`config.mk`:
```
export PLATFORM = sky130hd
export DESIGN_NAME = pulse_signal_reset_regs
export DESIGN_NICKNAME = d
export VERILOG_FILES = /design/src/pulse_signal_reset_pkg.sv /design/src/pulse_signal_reset_regs.sv
export VERILOG_INCLUDE_DIRS = /design/src
export SDC_FILE = /design/constraint.sdc
export NUM_CORES = 1
export LEC_CHECK = 0
export BUFFER_PORTS_ARGS = -buffer_cell sky130_fd_sc_hd__buf_2
export CORE_MARGIN = 4
export CORE_UTILIZATION = 39
export DETAILED_ROUTE_END_ITERATION = 12
export HOLD_SLACK_MARGIN = 0.06
export PLACE_DENSITY = 0.72
export RECOVER_POWER = 25
export SYNTH_ARGS = -nofsm -noshare
export SYNTH_HDL_FRONTEND = slang
export SYNTH_SLANG_ARGS = --single-unit
```
`constraint.sdc`:
```
create_clock -name hclk -period 1.88 [get_ports hclk]
set_clock_uncertainty 0.15 [all_clocks]
set_input_delay 0.282 -clock hclk [delete_from_list [all_inputs] [get_ports hclk]]
set_output_delay 0.282 -clock hclk [all_outputs]
set_load 0.005 [all_outputs]
```
`src/pulse_signal_reset_defines.svh`:
```
`ifndef PULSE_SIGNAL_RESET_DEFINES_SVH
`define PULSE_SIGNAL_RESET_DEFINES_SVH

// ****************************************
// Register offsets (printed offsets are indices, byte address = 4 * index)
// ****************************************
`define IDX_SOFTWARE_RESET_COMMAND 8'h05
`define IDX_SHORT_PULSE_WIDTH 8'h26
`define IDX_FALLING_EDGE_DETECT_ENABLE 8'h2c
`define IDX_LINE_CHANGE_STATUS 8'h2f
`define IDX_MODE_CONTROL 8'h30
`define IDX_IRQ_STATUS 8'h31
`define IDX_IRQ_MASK 8'h32

// ****************************************
// Field positions and values
// ****************************************
`define RESET_CMD_VALUE 8'h81
`define REG_RESET_VALUE 8'h00
`define LINE_MSB 3
`define MODE_MANUAL_BIT 0
`define MODE_COMPAT_BIT 1
`define MODE_SIGNAL_CHANGE_IRQ_ENABLE_BIT 2
`define MODE_CHAN_LSB 4
`define IRQ_LINE_CHANGE_BIT 0
`define IRQ_PULSE_DONE_BIT 1
`define IRQ_RESET_DONE_BIT 2

// ****************************************
// Timing count and firmware revision value
// ****************************************
`define SOFT_RESET_CYCLES 16
`define FW_REVISION_VALUE 8'h5a

`endif

```
`src/pulse_signal_reset_pkg.sv`:
```
package pulse_signal_reset_pkg;
    typedef enum logic [1:0] {PULSE_IDLE, PULSE_RUN} pulse_state_e;
    typedef logic [7:0] byte_t;
endpackage

```
`src/pulse_signal_reset_regs.sv`:
```
`timescale 1ns/1ps
`include "pulse_signal_reset_defines.svh"
module pulse_signal_reset_regs
    import pulse_signal_reset_pkg::*;
(
    input wire logic hclk,
    input wire logic hresetn,
    input wire logic hsel,
    input wire logic [31:0] haddr,
    input wire logic [1:0] htrans,
    input wire logic hwrite,
    input wire logic [2:0] hsize,
    input wire logic [31:0] hwdata,
    input wire logic hready,
    output logic [31:0] hrdata,
    output logic hreadyout,
    output logic hresp,
    input wire logic [3:0] host_lines,
    input wire logic pulse_start,
    output logic pulse_out,
    output logic soft_reset_active,
    output logic [7:0] firmware_revision_register,
    output logic irq
);

    // ****************************************
    // Bus address phase capture
    // ****************************************
    logic wr_pend_q, wr_pend_d;
    logic rd_pend_q, rd_pend_d;
    logic [7:0] idx_q, idx_d;
    logic addr_ok;

    function automatic logic is_sel(input logic [7:0] idx, input logic [7:0] want);
        is_sel = (idx == want);
    endfunction

    // Only whole-word transfers reach the registers; narrower sizes are ignored
    assign addr_ok = hsel && hready && htrans[1] && (hsize == 3'b010) && (haddr[1:0] == 2'b00)
        && (haddr[31:10] == 22'h000000);

    always_comb
    begin
        wr_pend_d = addr_ok && hwrite;
        rd_pend_d = addr_ok && !hwrite;
        idx_d = addr_ok ? haddr[9:2] : idx_q;
    end

    always_ff @(posedge hclk or negedge hresetn)
    begin
        if (!hresetn)
        begin
            wr_pend_q <= 1'b0;
            rd_pend_q <= 1'b0;
            idx_q <= 8'h00;
        end
        else
        begin
            wr_pend_q <= wr_pend_d;
            rd_pend_q <= rd_pend_d;
            idx_q <= idx_d;
        end
    end

    assign hreadyout = 1'b1;
    assign hresp = 1'b0;

    // ****************************************
    // Line synchronisers
    // ****************************************
    // Three stages; a change counts once stages two and three agree
    logic [3:0] s1_q, s2_q, s3_q, stable_q, stable_d;

    always_comb
    begin
        stable_d = (s2_q == s3_q) ? s3_q : stable_q;
    end

    always_ff @(posedge hclk or negedge hresetn)
    begin
        if (!hresetn)
        begin
            s1_q <= 4'hf;
            s2_q <= 4'hf;
            s3_q <= 4'hf;
            stable_q <= 4'hf;
        end
        else
        begin
            s1_q <= host_lines;
            s2_q <= s1_q;
            s3_q <= s2_q;
            stable_q <= stable_d;
        end
    end

    // ****************************************
    // Register file
    // ****************************************
    logic [7:0] spw_q, spw_d;
    logic [3:0] fede_q, fede_d;
    logic [3:0] lcs_q, lcs_d;
    logic [7:0] mode_q, mode_d;
    logic [2:0] ists_q, ists_d;
    logic [2:0] imask_q, imask_d;
    logic [3:0] fall;
    logic manual;
    logic wr_spw, wr_fede, wr_lcs, wr_mode, wr_imask, wr_rst, rd_ists;
    logic reset_cmd;
    logic pulse_done;
    logic reset_done;
    logic chan_ok;

    assign manual = mode_q[`MODE_MANUAL_BIT];
    assign chan_ok = (mode_q[`MODE_CHAN_LSB +: 2] == 2'd2) || (mode_q[`MODE_CHAN_LSB +: 2] == 2'd3);
    assign wr_spw = wr_pend_q && is_sel(idx_q, `IDX_SHORT_PULSE_WIDTH);
    assign wr_fede = wr_pend_q && is_sel(idx_q, `IDX_FALLING_EDGE_DETECT_ENABLE);
    assign wr_lcs = wr_pend_q && is_sel(idx_q, `IDX_LINE_CHANGE_STATUS);
    assign wr_mode = wr_pend_q && is_sel(idx_q, `IDX_MODE_CONTROL);
    assign wr_imask = wr_pend_q && is_sel(idx_q, `IDX_IRQ_MASK);
    assign wr_rst = wr_pend_q && is_sel(idx_q, `IDX_SOFTWARE_RESET_COMMAND) && chan_ok;
    assign rd_ists = rd_pend_q && is_sel(idx_q, `IDX_IRQ_STATUS);
    assign reset_cmd = wr_rst && (hwdata[7:0] == `RESET_CMD_VALUE);
    assign fall = stable_q & ~stable_d & fede_q & {4{manual}};

    always_comb
    begin
        spw_d = wr_spw ? hwdata[7:0] : spw_q;
        fede_d = wr_fede ? hwdata[`LINE_MSB:0] : fede_q;
        mode_d = wr_mode ? hwdata[7:0] : mode_q;
        imask_d = wr_imask ? hwdata[2:0] : imask_q;
        // Set wins over the write-clear so no edge is lost
        lcs_d = (wr_lcs ? 4'h0 : lcs_q) | fall;
        // Clear only what the read returned, so an event between address and data phase is kept
        ists_d = rd_ists ? (ists_q & ~rdata_q[2:0]) : ists_q;
        ists_d[`IRQ_LINE_CHANGE_BIT] = ists_d[`IRQ_LINE_CHANGE_BIT] | ((|fall) & mode_q[`MODE_SIGNAL_CHANGE_IRQ_ENABLE_BIT]);
        ists_d[`IRQ_PULSE_DONE_BIT] = ists_d[`IRQ_PULSE_DONE_BIT] | pulse_done;
        ists_d[`IRQ_RESET_DONE_BIT] = ists_d[`IRQ_RESET_DONE_BIT] | reset_done;
    end

    // ****************************************
    // Soft reset sequencer
    // ****************************************
    logic [4:0] rst_cnt_q, rst_cnt_d;
    logic [7:0] fwrev_q, fwrev_d;

    always_comb
    begin
        rst_cnt_d = rst_cnt_q;
        if (reset_cmd)
            rst_cnt_d = 5'(`SOFT_RESET_CYCLES);
        else if (rst_cnt_q != 5'd0)
            rst_cnt_d = rst_cnt_q - 5'd1;
        fwrev_d = (reset_cmd || rst_cnt_q > 5'd1) ? 8'h00 : `FW_REVISION_VALUE;
    end

    assign reset_done = (rst_cnt_q == 5'd1);
    assign soft_reset_active = (rst_cnt_q != 5'd0);

    // A soft reset returns every register except the IRQ status to its reset value
    always_ff @(posedge hclk or negedge hresetn)
    begin
        if (!hresetn)
        begin
            rst_cnt_q <= 5'd0;
            fwrev_q <= 8'h00;
            ists_q <= 3'b000;
        end
        else
        begin
            rst_cnt_q <= rst_cnt_d;
            fwrev_q <= fwrev_d;
            ists_q <= ists_d;
        end
    end

    always_ff @(posedge hclk or negedge hresetn)
    begin
        if (!hresetn)
        begin
            spw_q <= `REG_RESET_VALUE;
            fede_q <= 4'h0;
            lcs_q <= 4'h0;
            mode_q <= `REG_RESET_VALUE;
            imask_q <= 3'b000;
        end
        else if (soft_reset_active)
        begin
            spw_q <= `REG_RESET_VALUE;
            fede_q <= 4'h0;
            lcs_q <= 4'h0;
            mode_q <= `REG_RESET_VALUE;
            imask_q <= 3'b000;
        end
        else
        begin
            spw_q <= spw_d;
            fede_q <= fede_d;
            lcs_q <= lcs_d;
            mode_q <= mode_d;
            imask_q <= imask_d;
        end
    end

    assign firmware_revision_register = fwrev_q;
    assign irq = |(ists_q & imask_q);

    // ****************************************
    // Pulse timer
    // ****************************************
    pulse_state_e pst_q, pst_d;
    logic [8:0] pcnt_q, pcnt_d;
    logic pout_q, pout_d;

    always_comb
    begin
        pst_d = pst_q;
        pcnt_d = pcnt_q;
        pout_d = pout_q;
        pulse_done = 1'b0;
        case (pst_q)
            PULSE_IDLE:
            begin
                if (pulse_start && !soft_reset_active)
                begin
                    pst_d = PULSE_RUN;
                    pout_d = 1'b1;
                    if (mode_q[`MODE_COMPAT_BIT])
                        pcnt_d = {1'b0, spw_q};
                    else
                        pcnt_d = {1'b0, spw_q} + 9'd2;
                end
            end
            PULSE_RUN:
            begin
                if (pcnt_q <= 9'd1)
                begin
                    pst_d = PULSE_IDLE;
                    pout_d = 1'b0;
                    pulse_done = 1'b1;
                end
                else
                    pcnt_d = pcnt_q - 9'd1;
            end
            default:
            begin
                pst_d = PULSE_IDLE;
                pout_d = 1'b0;
            end
        endcase
    end

    always_ff @(posedge hclk or negedge hresetn)
    begin
        if (!hresetn)
        begin
            pst_q <= PULSE_IDLE;
            pcnt_q <= 9'd0;
            pout_q <= 1'b0;
        end
        else
        begin
            pst_q <= pst_d;
            pcnt_q <= pcnt_d;
            pout_q <= pout_d;
        end
    end

    assign pulse_out = pout_q;

    // ****************************************
    // Read data
    // ****************************************
    logic [31:0] rdata_q, rdata_d;

    always_comb
    begin
        rdata_d = 32'h00000000;
        if (rd_pend_d)
        begin
            case (haddr[9:2])
                `IDX_SHORT_PULSE_WIDTH: rdata_d[7:0] = spw_q;
                `IDX_FALLING_EDGE_DETECT_ENABLE: rdata_d[3:0] = fede_q;
                `IDX_LINE_CHANGE_STATUS: rdata_d[3:0] = lcs_q;
                `IDX_MODE_CONTROL: rdata_d[7:0] = mode_q;
                `IDX_IRQ_STATUS: rdata_d[2:0] = ists_q;
                `IDX_IRQ_MASK: rdata_d[2:0] = imask_q;
                default: rdata_d = 32'h00000000;
            endcase
        end
    end

    always_ff @(posedge hclk or negedge hresetn)
    begin
        if (!hresetn)
            rdata_q <= 32'h00000000;
        else
            rdata_q <= rdata_d;
    end

    assign hrdata = rdata_q;

endmodule // pulse_signal_reset_regs

```
[Yosys cells after proc, flatten, opt, wreduce, memory -nomap -nowiden]
Index checks and enable logic that the tools add are counted.
Operators by class
  order comparisons: 2
  bitwise gates (word level): 12
  muxes and demuxes: 31
  $add $sub $neg: 3
  reduce and logical (&&, ||, !) cells: 35
  equal/unequal tests: 23
Operators with widths (number)
  8-bit by 6-bit equality test with 1-bit output, second input constant: 12
  8-bit 2-to-1 mux: 5
  9-bit 2-to-1 mux: 3
  22-bit zero test: 1
  4-bit 2-to-1 mux: 5
  3-bit one-hot mux with 6 select lines: 1
  9-bit one-hot mux with 2 select lines: 1
  1-bit logical AND: 17
  4-bit bitwise AND: 3
  2-bit nonzero test: 6
  5-bit 2-to-1 mux: 2
  8-bit by 2-bit adder with 9-bit output, second input constant: 1
  9-bit by 1-bit <= comparator with 1-bit output, second input constant: 1
  3-bit 2-to-1 mux: 3
  9-bit by 1-bit subtractor with 9-bit output, second input constant: 1
  8-bit by 3-bit equality test with 1-bit output, second input constant: 1
  8-bit equality test, second input constant: 1
  4-bit one-hot mux with 2 select lines: 1
  7-bit 2-to-1 mux: 1
  3-bit bitwise AND: 2
  2-bit inequality test, second input constant: 3
  5-bit by 1-bit equality test with 1-bit output, second input constant: 1
  5-bit by 1-bit greater-than comparator with 1-bit output, second input constant: 1
  5-bit nonzero test: 1
  22 further kinds: 32
Word-level totals
  bits in registers: 88
  input port bits: 79
  logic and storage cells: 125
  output and inout port bits: 45

[Logic depth before layout (Yosys ltp)]
Gate-level depths: netlist (run 1).
  word-level depth: 9
  depth in mapped cells: 7
  mapped depth without buffers: 6

[Least setup slack after synthesis (run 1)]
Ideal clock, no wire load.
  path kind: reg-to-reg
  start point: register pcnt_q[0]
  end point: register pcnt_q[6]
  library setup time: 126 ps
  buffers on the path: 1
  setup slack: -120 ps
  clock period less this slack: 2000 ps
  stages on the path, launching flop included: 8
  required time: 1604 ps
  data arrival time: 1723 ps
  path through: dfrtp_1 > inv_1 > ha_1 > or3b_1 > clkbuf_1 > or4_1 > o31ai_1 > nor3_1
Between the ends
  cells in the longest elaborated chain, start to end: 3
  elaborated cells between the ends (all ways): 6
  classes of those cells: add/sub (1); order compare (1); eq/ne (1); mux (2); reduce/logical (1)
Ends and longest elaborated chain
  from (decl): line pulse_signal_reset_regs.sv:212  | logic [8:0] pcnt_q, pcnt_d;
  from (signal assigned): line pulse_signal_reset_regs.sv:264  | pcnt_q <= pcnt_d;
  9-bit by 1-bit subtractor with 9-bit output / 9-bit by 1-bit <= comparator with 1-bit output (equally long branches): line pulse_signal_reset_regs.sv:243, pulse_signal_reset_regs.sv:236
  9-bit 2-to-1 mux / 2-bit inequality test (equally long branches)
  9-bit one-hot mux with 2 select lines / 3-bit AND reduction (equally long branches)
Several ways; a longest one is shown, not always the timed one. The select of a mux whose other input is x is not followed.
A chain may end at the register's enable or synchronous reset.

[Final worst setup path (run 1)]
  start point: register rst_cnt_q[0]
  end point: output port soft_reset_active
Between the ends
  cells in the longest elaborated chain, start to end: 1
Ends and longest elaborated chain
  from (decl): line pulse_signal_reset_regs.sv:144  | logic [4:0] rst_cnt_q, rst_cnt_d;
  from (signal assigned): line pulse_signal_reset_regs.sv:171  | rst_cnt_q <= rst_cnt_d;
  5-bit nonzero test: line pulse_signal_reset_regs.sv:158  | assign soft_reset_active = (rst_cnt_q != 5'd0);
  to (decl): line pulse_signal_reset_regs.sv:21  | output logic soft_reset_active,
No other way between the ends.

==> flow_summary.json, run 1 <==
{
  "setup_slack_ns": -0.148,
  "ir_drop_v": 0.000337,
  "synthXorXnorAreaFrac_pct": 2.09,
  "floorplan.initialDensity_pct": 40.3,
  "ys_async_sr_fraction_pct": 100,
  "area_growth_pct": 26.4,
  "synth-simple-area-share_pct": 20.7,
  "multi_input_area_um2": 2020,
  "grt_max_degree": 43,
  "ios": 124,
  "drive_gt1_share_pct": 34.0,
  "r2r_cells": 6,
  "ys_seq_area_share_pct": 48.4,
  "crit_path_start_kind": "register",
  "drt-total-wl_mm": 9.97,
  "placed_area_um2": 4810,
  "fp-row-count": 37,
  "h-tree-depth": 3,
  "pre_cts_ws_ns": -0.0732,
  "clock_latency_ns": 0.36,
  "die_y_um": 112,
  "diodes": 0,
  "syn_area_um2": 4180,
  "min_delay_path_depth": 2,
  "cts_sinks": 80,
  "routedWlPerCell_um": 15.0,
  "dr.pass1.iters": 4,
  "cap_violations": 0,
  "tightest_slew_ns": 0.775,
  "r2r_slack_ns": 0.04,
  "end_kind": "primary output",
  "hp-start": "haddr[4]",
  "hold_path.class": "primary input to register",
  "required_ns": 1.45,
  "dr_total_vias": 3422,
  "ant_nets": 0,
  "status": "complete, but fails checks",
  "min_to": "idx_q[2]",
  "viasPerCell": 5.15,
  "clock.fmax_mhz": 493,
  "synthMuxAreaShare_pct": 9.72,
  "final_hold_viol_count": 0,
  "coreArea_um2": 10400,
  "pwr_density_cell_nw_per_um2": 815,
  "synth-compound-area-share_pct": 9.58,
  "finish.utilization_pct": 51.0,
  "synth_seq_cells": 80,
  "finalCriticalPeriod_ns": 2.03,
  "cts_buffers": 9,
  "critPathKind": "register to primary output",
  "grt_use_total_pct": 16.0,
  "numPortBuffers": 68,
  "n_fill_cell": 927,
  "synth_top_family_by_area": "simple AND/OR/NAND/NOR gates",
  "tritoncts": "yes",
  "clk_pin_slew_worst_paths_ns": 0.08,
  "grt_antenna_before_repair": 0,
  "slew_headroom_pct": 48.3,
  "dieArea_um2": 12400,
  "slew_violations": 0,
  "clockBufferDepth": 2,
  "setup_viol": 1,
  "fin_setup_tns_ns": -0.148,
  "post-route-period-util_pct": 108,
  "routabilityCongestion": 0.870,
  "cp.arrival_ns": 1.60,
  "nets": 608,
  "avgSynthCellArea_um2": 10.4,
  "final_cell_area_um2": 5290,
  "grt_pass1_vias": 3422,
  "drt_iter0_drc": 240,
  "netlist_instances": 403,
  "fp.dieW_um": 112,
  "yosys.area_share.adder_pct": 1.50,
  "seqCellArea_um2": 2020,
  "grt_setup_unrepaired": "yes",
  "synth_ff_type": "dfrtp_1",
  "worstReg2RegEnd": "pcnt_q[6]",
  "grt_pass1_wl_mm": 16.2,
  "timing.rr.start": "pcnt_q[0]",
  "cp_max_fo": 3,
  "p_leak_nw": 2.62,
  "grt_overflow_total": 0,
  "violations": "negative setup slack",
  "cts_root_buffer": "clkbuf_8",
  "synth_edf_count": 0,
  "yosys_warnings": 0,
  "synth.distinct_cells": 58,
  "drc_errors": 0,
  "dp_hpwl_mm": 7.32
}
[cell families after synthesis]
logic type	count (synthesis)
compound gates	55
xor+xnor	10
fa+ha+maj	5
buf+inv	54
flops	80
mux	39
other cells	2
simple gates	158
[synth_stat cells (3+ instances only)]
| library cell | n | area, µm² |
|---|---|---|
| nand4_1 | 7 | 43.8 |
| nand2_1 | 28 | 105 |
| clkbuf_1 | 8 | 30.0 |
| buf_4 | 33 | 248 |
| and2_1 | 5 | 31.3 |
| nor2_1 | 49 | 184 |
| a22oi_1 | 4 | 30.0 |
| buf_2 | 3 | 15.0 |
| a31oi_1 | 5 | 31.3 |
| nor3b_1 | 5 | 37.5 |
| nand2b_1 | 5 | 31.3 |
| xnor2_1 | 9 | 78.8 |
| nand4b_1 | 3 | 26.3 |
| ha_1 | 5 | 62.6 |
| nand3b_1 | 4 | 30.0 |
| mux2i_1 | 26 | 260 |
| dfstp_2 | 16 | 420 |
| nor4_1 | 8 | 50.1 |
| nand3_1 | 8 | 40.0 |
| dfrtp_1 | 64 | 1600 |
| o21ai_0 | 10 | 50.1 |
| nor3_1 | 13 | 65.1 |
| a22o_1 | 9 | 78.8 |
| nor2b_1 | 5 | 31.3 |
| mux2_2 | 13 | 146 |
| inv_1 | 10 | 37.5 |
| a21oi_1 | 7 | 35.0 |
[cell usage in the layout, fill, tap and decap left out, drive strengths merged, types with 3 or more instances in the layout]
master and n:
nor2 50, nand4b 3, nor2b 5, a22oi 4, nand4 8, nor4 8
conb 30, nor3b 5, inv 13, buf 111, nor4b 4, a21oi 7
dfstp 16, dfrtp 64, ha 5, nand3b 4, a31oi 5, xnor2 9
dlygate4sd3 14, a22o 9, or4 3, nand3 8, mux2i 26, and2 5
nand2b 5, clkbuf 13, mux2 13, o21ai 10, nor3 13, nand2 28
[layout make-up]
| type | count | share of cell area [%] |
|---|---|---|
| clock buffers | 12 | 3.34 |
| clock inverters | 4 | 0.568 |
| inverters | 10 | 0.757 |
| multi-input cells | 297 | 38.2 |
| flip-flops and latches | 80 | 38.2 |
| well taps | 136 | 3.22 |
| repair buffers | 126 | 15.6 |
[where the power goes]
group	switching (W)	internal, W
sequential	0.000111	0.00191
combinational	0.000488	0.000521
clock	0.000636	0.000641
[sequential cells by signal, indices dropped and copies added, names as in the netlist, 3 cells and up]
signal,flops
pcnt_q,9
hrdata,8
idx_q,8
mode_q,8
spw_q,8
rst_cnt_q,5
fede_q,4
lcs_q,4
s1_q,4
s2_q,4
s3_q,4
stable_q,4
imask_q,3
ists_q,3
[how the worst max path moves through the flow]
stage                       startpoint                 to  slack [ns]  cells after the start
after global placement    rst_cnt_q[0]          pcnt_q[1]       -0.03                      7
after global routing      rst_cnt_q[0]  soft_reset_active       -0.22                      7
after detailed placement  rst_cnt_q[1]          pcnt_q[1]       -0.07                      7
after floorplan              pcnt_q[0]          pcnt_q[6]        0.01                      7
after CTS                 rst_cnt_q[1]  soft_reset_active       -0.18                      7
final                     rst_cnt_q[0]  soft_reset_active       -0.15                      7
[metal layers]
metal / vias to the layer above / track usage, % / wire (µm) / share of wire (%)
li1: 1616 / - / - / -
met1: 1652 / 20.3 / 4200 / 42
met2: 135 / 26.5 / 4920 / 49
met3: 19 / 3.70 / 625 / 6.3
met4: 0 / 6.24 / 217 / 2.2
met5: - / 0 / 0 / 0
[repair_timing]
item | in CTS | in global routing
hold buffers | 14 | 0
setup buffers | 3 | 7
endpoints found under the setup margin | 10 | 34
hold endpoints to repair | 80 | 0
resized for setup | 10 | 13
pin swaps | 1 | 9
[per-stage QoR]
step / hold WS [ns] / total power [W] / cells
floorplan: -0.164 / 0.00262 / 431
global placement: -0.00247 / 0.00289 / 628
detailed placement: -0.00191 / 0.00295 / 628
CTS: 0.0613 / 0.00427 / 661
global route: 0.0717 / 0.00455 / 665
finish: 0.0774 / 0.00431 / 665
[critical path: stages, from the launching register on]
cell and delay, ns:
dfrtp_1 0.39, inv_2 0.08, ha_4 0.14, nor4b_4 0.21
buf_4 0.17, inv_4 0.03, buf_6 0.11, buf_6 0.10
No activity file was read; power rests on OpenSTA's default activity.
==> run 2, diff against run 1 <==
--- a/config.mk
+++ b/config.mk
@@ -13,6 +13,7 @@
 export HOLD_SLACK_MARGIN = 0.06
 export PLACE_DENSITY = 0.72
 export RECOVER_POWER = 25
+export REMOVE_ABC_BUFFERS = 1
 export SYNTH_ARGS = -nofsm -noshare
 export SYNTH_HDL_FRONTEND = slang
 export SYNTH_SLANG_ARGS = --single-unit
==> run 2 against run 1 <==
Die area is the same. The flow still finishes with violations (negative setup slack). Final area grew 5.2%. Non-clock buffer count grew 5. Sequential power is essentially flat. Global-route usage is essentially flat. Via count grew 2.4%. Sequential share of layout area shrank 1.9 points. Maximum frequency grew 0.80%.
==> flow_summary.json, run 2 (synthesized netlist as in run 1, its figures left out) <==
{
  "top_register": "pcnt_q",
  "power_w": 0.00443,
  "layout_commonest_cell": "buf_2",
  "critPathKind": "register to primary output",
  "seqCellArea_um2": 2020,
  "cts_sinks": 80,
  "slew_headroom_pct": 39.7,
  "path_cells": "inv_2 > ha_4 > nor4b_4 > buf_4 > clkinvlp_4 > buf_2",
  "fp-row-count": 37,
  "h-tree-depth": 3,
  "grt_setup_unrepaired": "yes",
  "ir_drop_v": 0.000452,
  "numPortBuffers": 68,
  "grt_pass1_vias": 3401,
  "grt_overflow_total": 0,
  "tritoncts": "yes",
  "routedWlPerCell_um": 15.5,
  "drt-total-wl_mm": 10.4,
  "p_leak_nw": 2.69,
  "grt_max_degree": 45,
  "end_kind": "primary output",
  "diodes": 0,
  "floorplan.initialDensity_pct": 40.3,
  "power_switching_w": 0.00131,
  "pwr-share-seq_pct": 46.1,
  "cts_buffers": 9,
  "drt_iter0_drc": 199,
  "multi_input_area_um2": 2170,
  "coreArea_um2": 10400,
  "switching_share_pct": 29.5,
  "finalCriticalPeriod_ns": 2.01,
  "ant_nets": 0,
  "grt_antenna_before_repair": 0,
  "hold_path.class": "primary input to register",
  "final_hold_viol_count": 0,
  "mostFrequentLayoutCells": "buf_2, dfrtp_1, buf_4",
  "fin_setup_tns_ns": -1.34,
  "viasPerCell": 5.23,
  "clock.fmax_mhz": 497,
  "grt_pass1_wl_mm": 16.4,
  "status": "complete, but fails checks",
  "slew_violations": 0,
  "fp.dieW_um": 112,
  "dr_total_vias": 3504,
  "die_y_um": 112,
  "routabilityCongestion": 0.851,
  "clock_latency_ns": 0.36,
  "dp_hpwl_mm": 7.25,
  "grt_use_total_pct": 16.0,
  "drive_gt1_share_pct": 39.5,
  "area_growth_pct": 33.0,
  "violations": "negative setup slack",
  "required_ns": 1.45,
  "placed_area_um2": 4820,
  "tightest_slew_ns": 0.904,
  "drc_errors": 0,
  "dr.pass1.iters": 5,
  "cp.arrival_ns": 1.58,
  "pwr_density_cell_nw_per_um2": 797,
  "ios": 124,
  "holdWs_ns": 0.0849,
  "setup_viol": 22,
  "clockBufferDepth": 2,
  "dieArea_um2": 12400,
  "cts_root_buffer": "clkbuf_8",
  "p_int_w": 0.00313,
  "pwr-share-clk_pct": 29.5,
  "final_cell_area_um2": 5560,
  "setup_slack_ns": -0.132,
  "largest_reg_flops": 9,
  "cp_max_fo": 3,
  "post-route-period-util_pct": 107,
  "max_stage_delay_ns": 0.39,
  "clk_pin_slew_worst_paths_ns": 0.08,
  "n_fill_cell": 886,
  "cpMaxStageDelayCell": "dfrtp_1",
  "cap_violations": 0,
  "power_frac_comb_pct": 24.4,
  "crit_path_start_kind": "register",
  "nets": 613
}
==> run 2: changes by cell type in the layout (fill, tap and decap cells not counted), moves of 2 or more <==
cell,before,now
nor3_2,0,3
nor2_4,1,9
buf_12,0,4
buf_4,42,39
nor2_2,2,14
buf_6,2,4
nor3_1,13,9
clkbuf_16,1,4
clkbuf_8,11,9
nor2_1,47,27
==> run 2: path summary, 6_finish.rpt <==
path / cells past startpoint / to / slack [ns] / start
max: 6 / soft_reset_active / -0.13 / rst_cnt_q[0]
min: 3 / fede_q[2] / 0.08 / hwdata[2]
max reg2reg: 10 / spw_q[1] / -0.08 / rst_cnt_q[0]
min reg2reg: 0 / s2_q[2] / 0.21 / s1_q[2]
max in group asynchronous: 3 / imask_q[2] / 0.26 / hresetn
min in group asynchronous: 2 / stable_q[0] / 0.84 / hresetn
==> run 2: power by group through the flow <==
stage	registers, W	logic, W	clock network (W)
3_5_place_dp	0.00206	0.000888	0
4_1_cts	0.00203	0.000914	0.00134
6_report	0.00204	0.00108	0.00131
5_1_grt	0.00206	0.00119	0.00143
3_3_place_gp	0.00205	0.000850	0
2_1_floorplan	0.00208	0.000457	0
==> run 2: per-layer routing <==
layer | up-vias | track usage (%) | wire [µm]
met2 | 153 | 26.4 | 5120
met4 | 0 | 3.89 | 185
met5 | - | 0 | 0
met1 | 1696 | 21.6 | 4440
li1 | 1634 | - | -
met3 | 21 | 3.26 | 670
==> run 2: worst max-delay path, delay by kind of cell (launching register included) <==
kind,cells,cell delay (ns)
fa+ha+maj,1,0.15
buf+inv,4,0.48
flops,1,0.39
simple gates,1,0.20
==> run 2: what timing repair did <==
item	in CTS	in global routing
hold endpoints to repair	92	0
gates cloned	0	2
pin swaps	11	15
resized for setup	11	61
setup endpoints to repair	12	34
buffers inserted	7	7
hold buffers	13	0
==> run 2: stage by stage <==
step	setup slack (ns)	cells	utilization (%)
2_1_floorplan	-0.441	387	-
3_3_place_gp	-0.0170	629	46.5
3_5_place_dp	-0.0684	629	46.5
4_1_cts	-0.139	664	50.5
5_1_grt	-0.219	670	53.6
6_report	-0.132	670	53.6
==> run 2: final cells by class <==
| type | instances | share of cell area, % |
|---|---|---|
| clock buffer | 12 | 3.19 |
| sequential | 80 | 36.3 |
| timing repair buffer | 131 | 17.1 |
| inverter | 10 | 0.742 |
| clock inverter | 4 | 0.540 |
| multi-input combinational | 297 | 39.0 |
| tap | 136 | 3.06 |
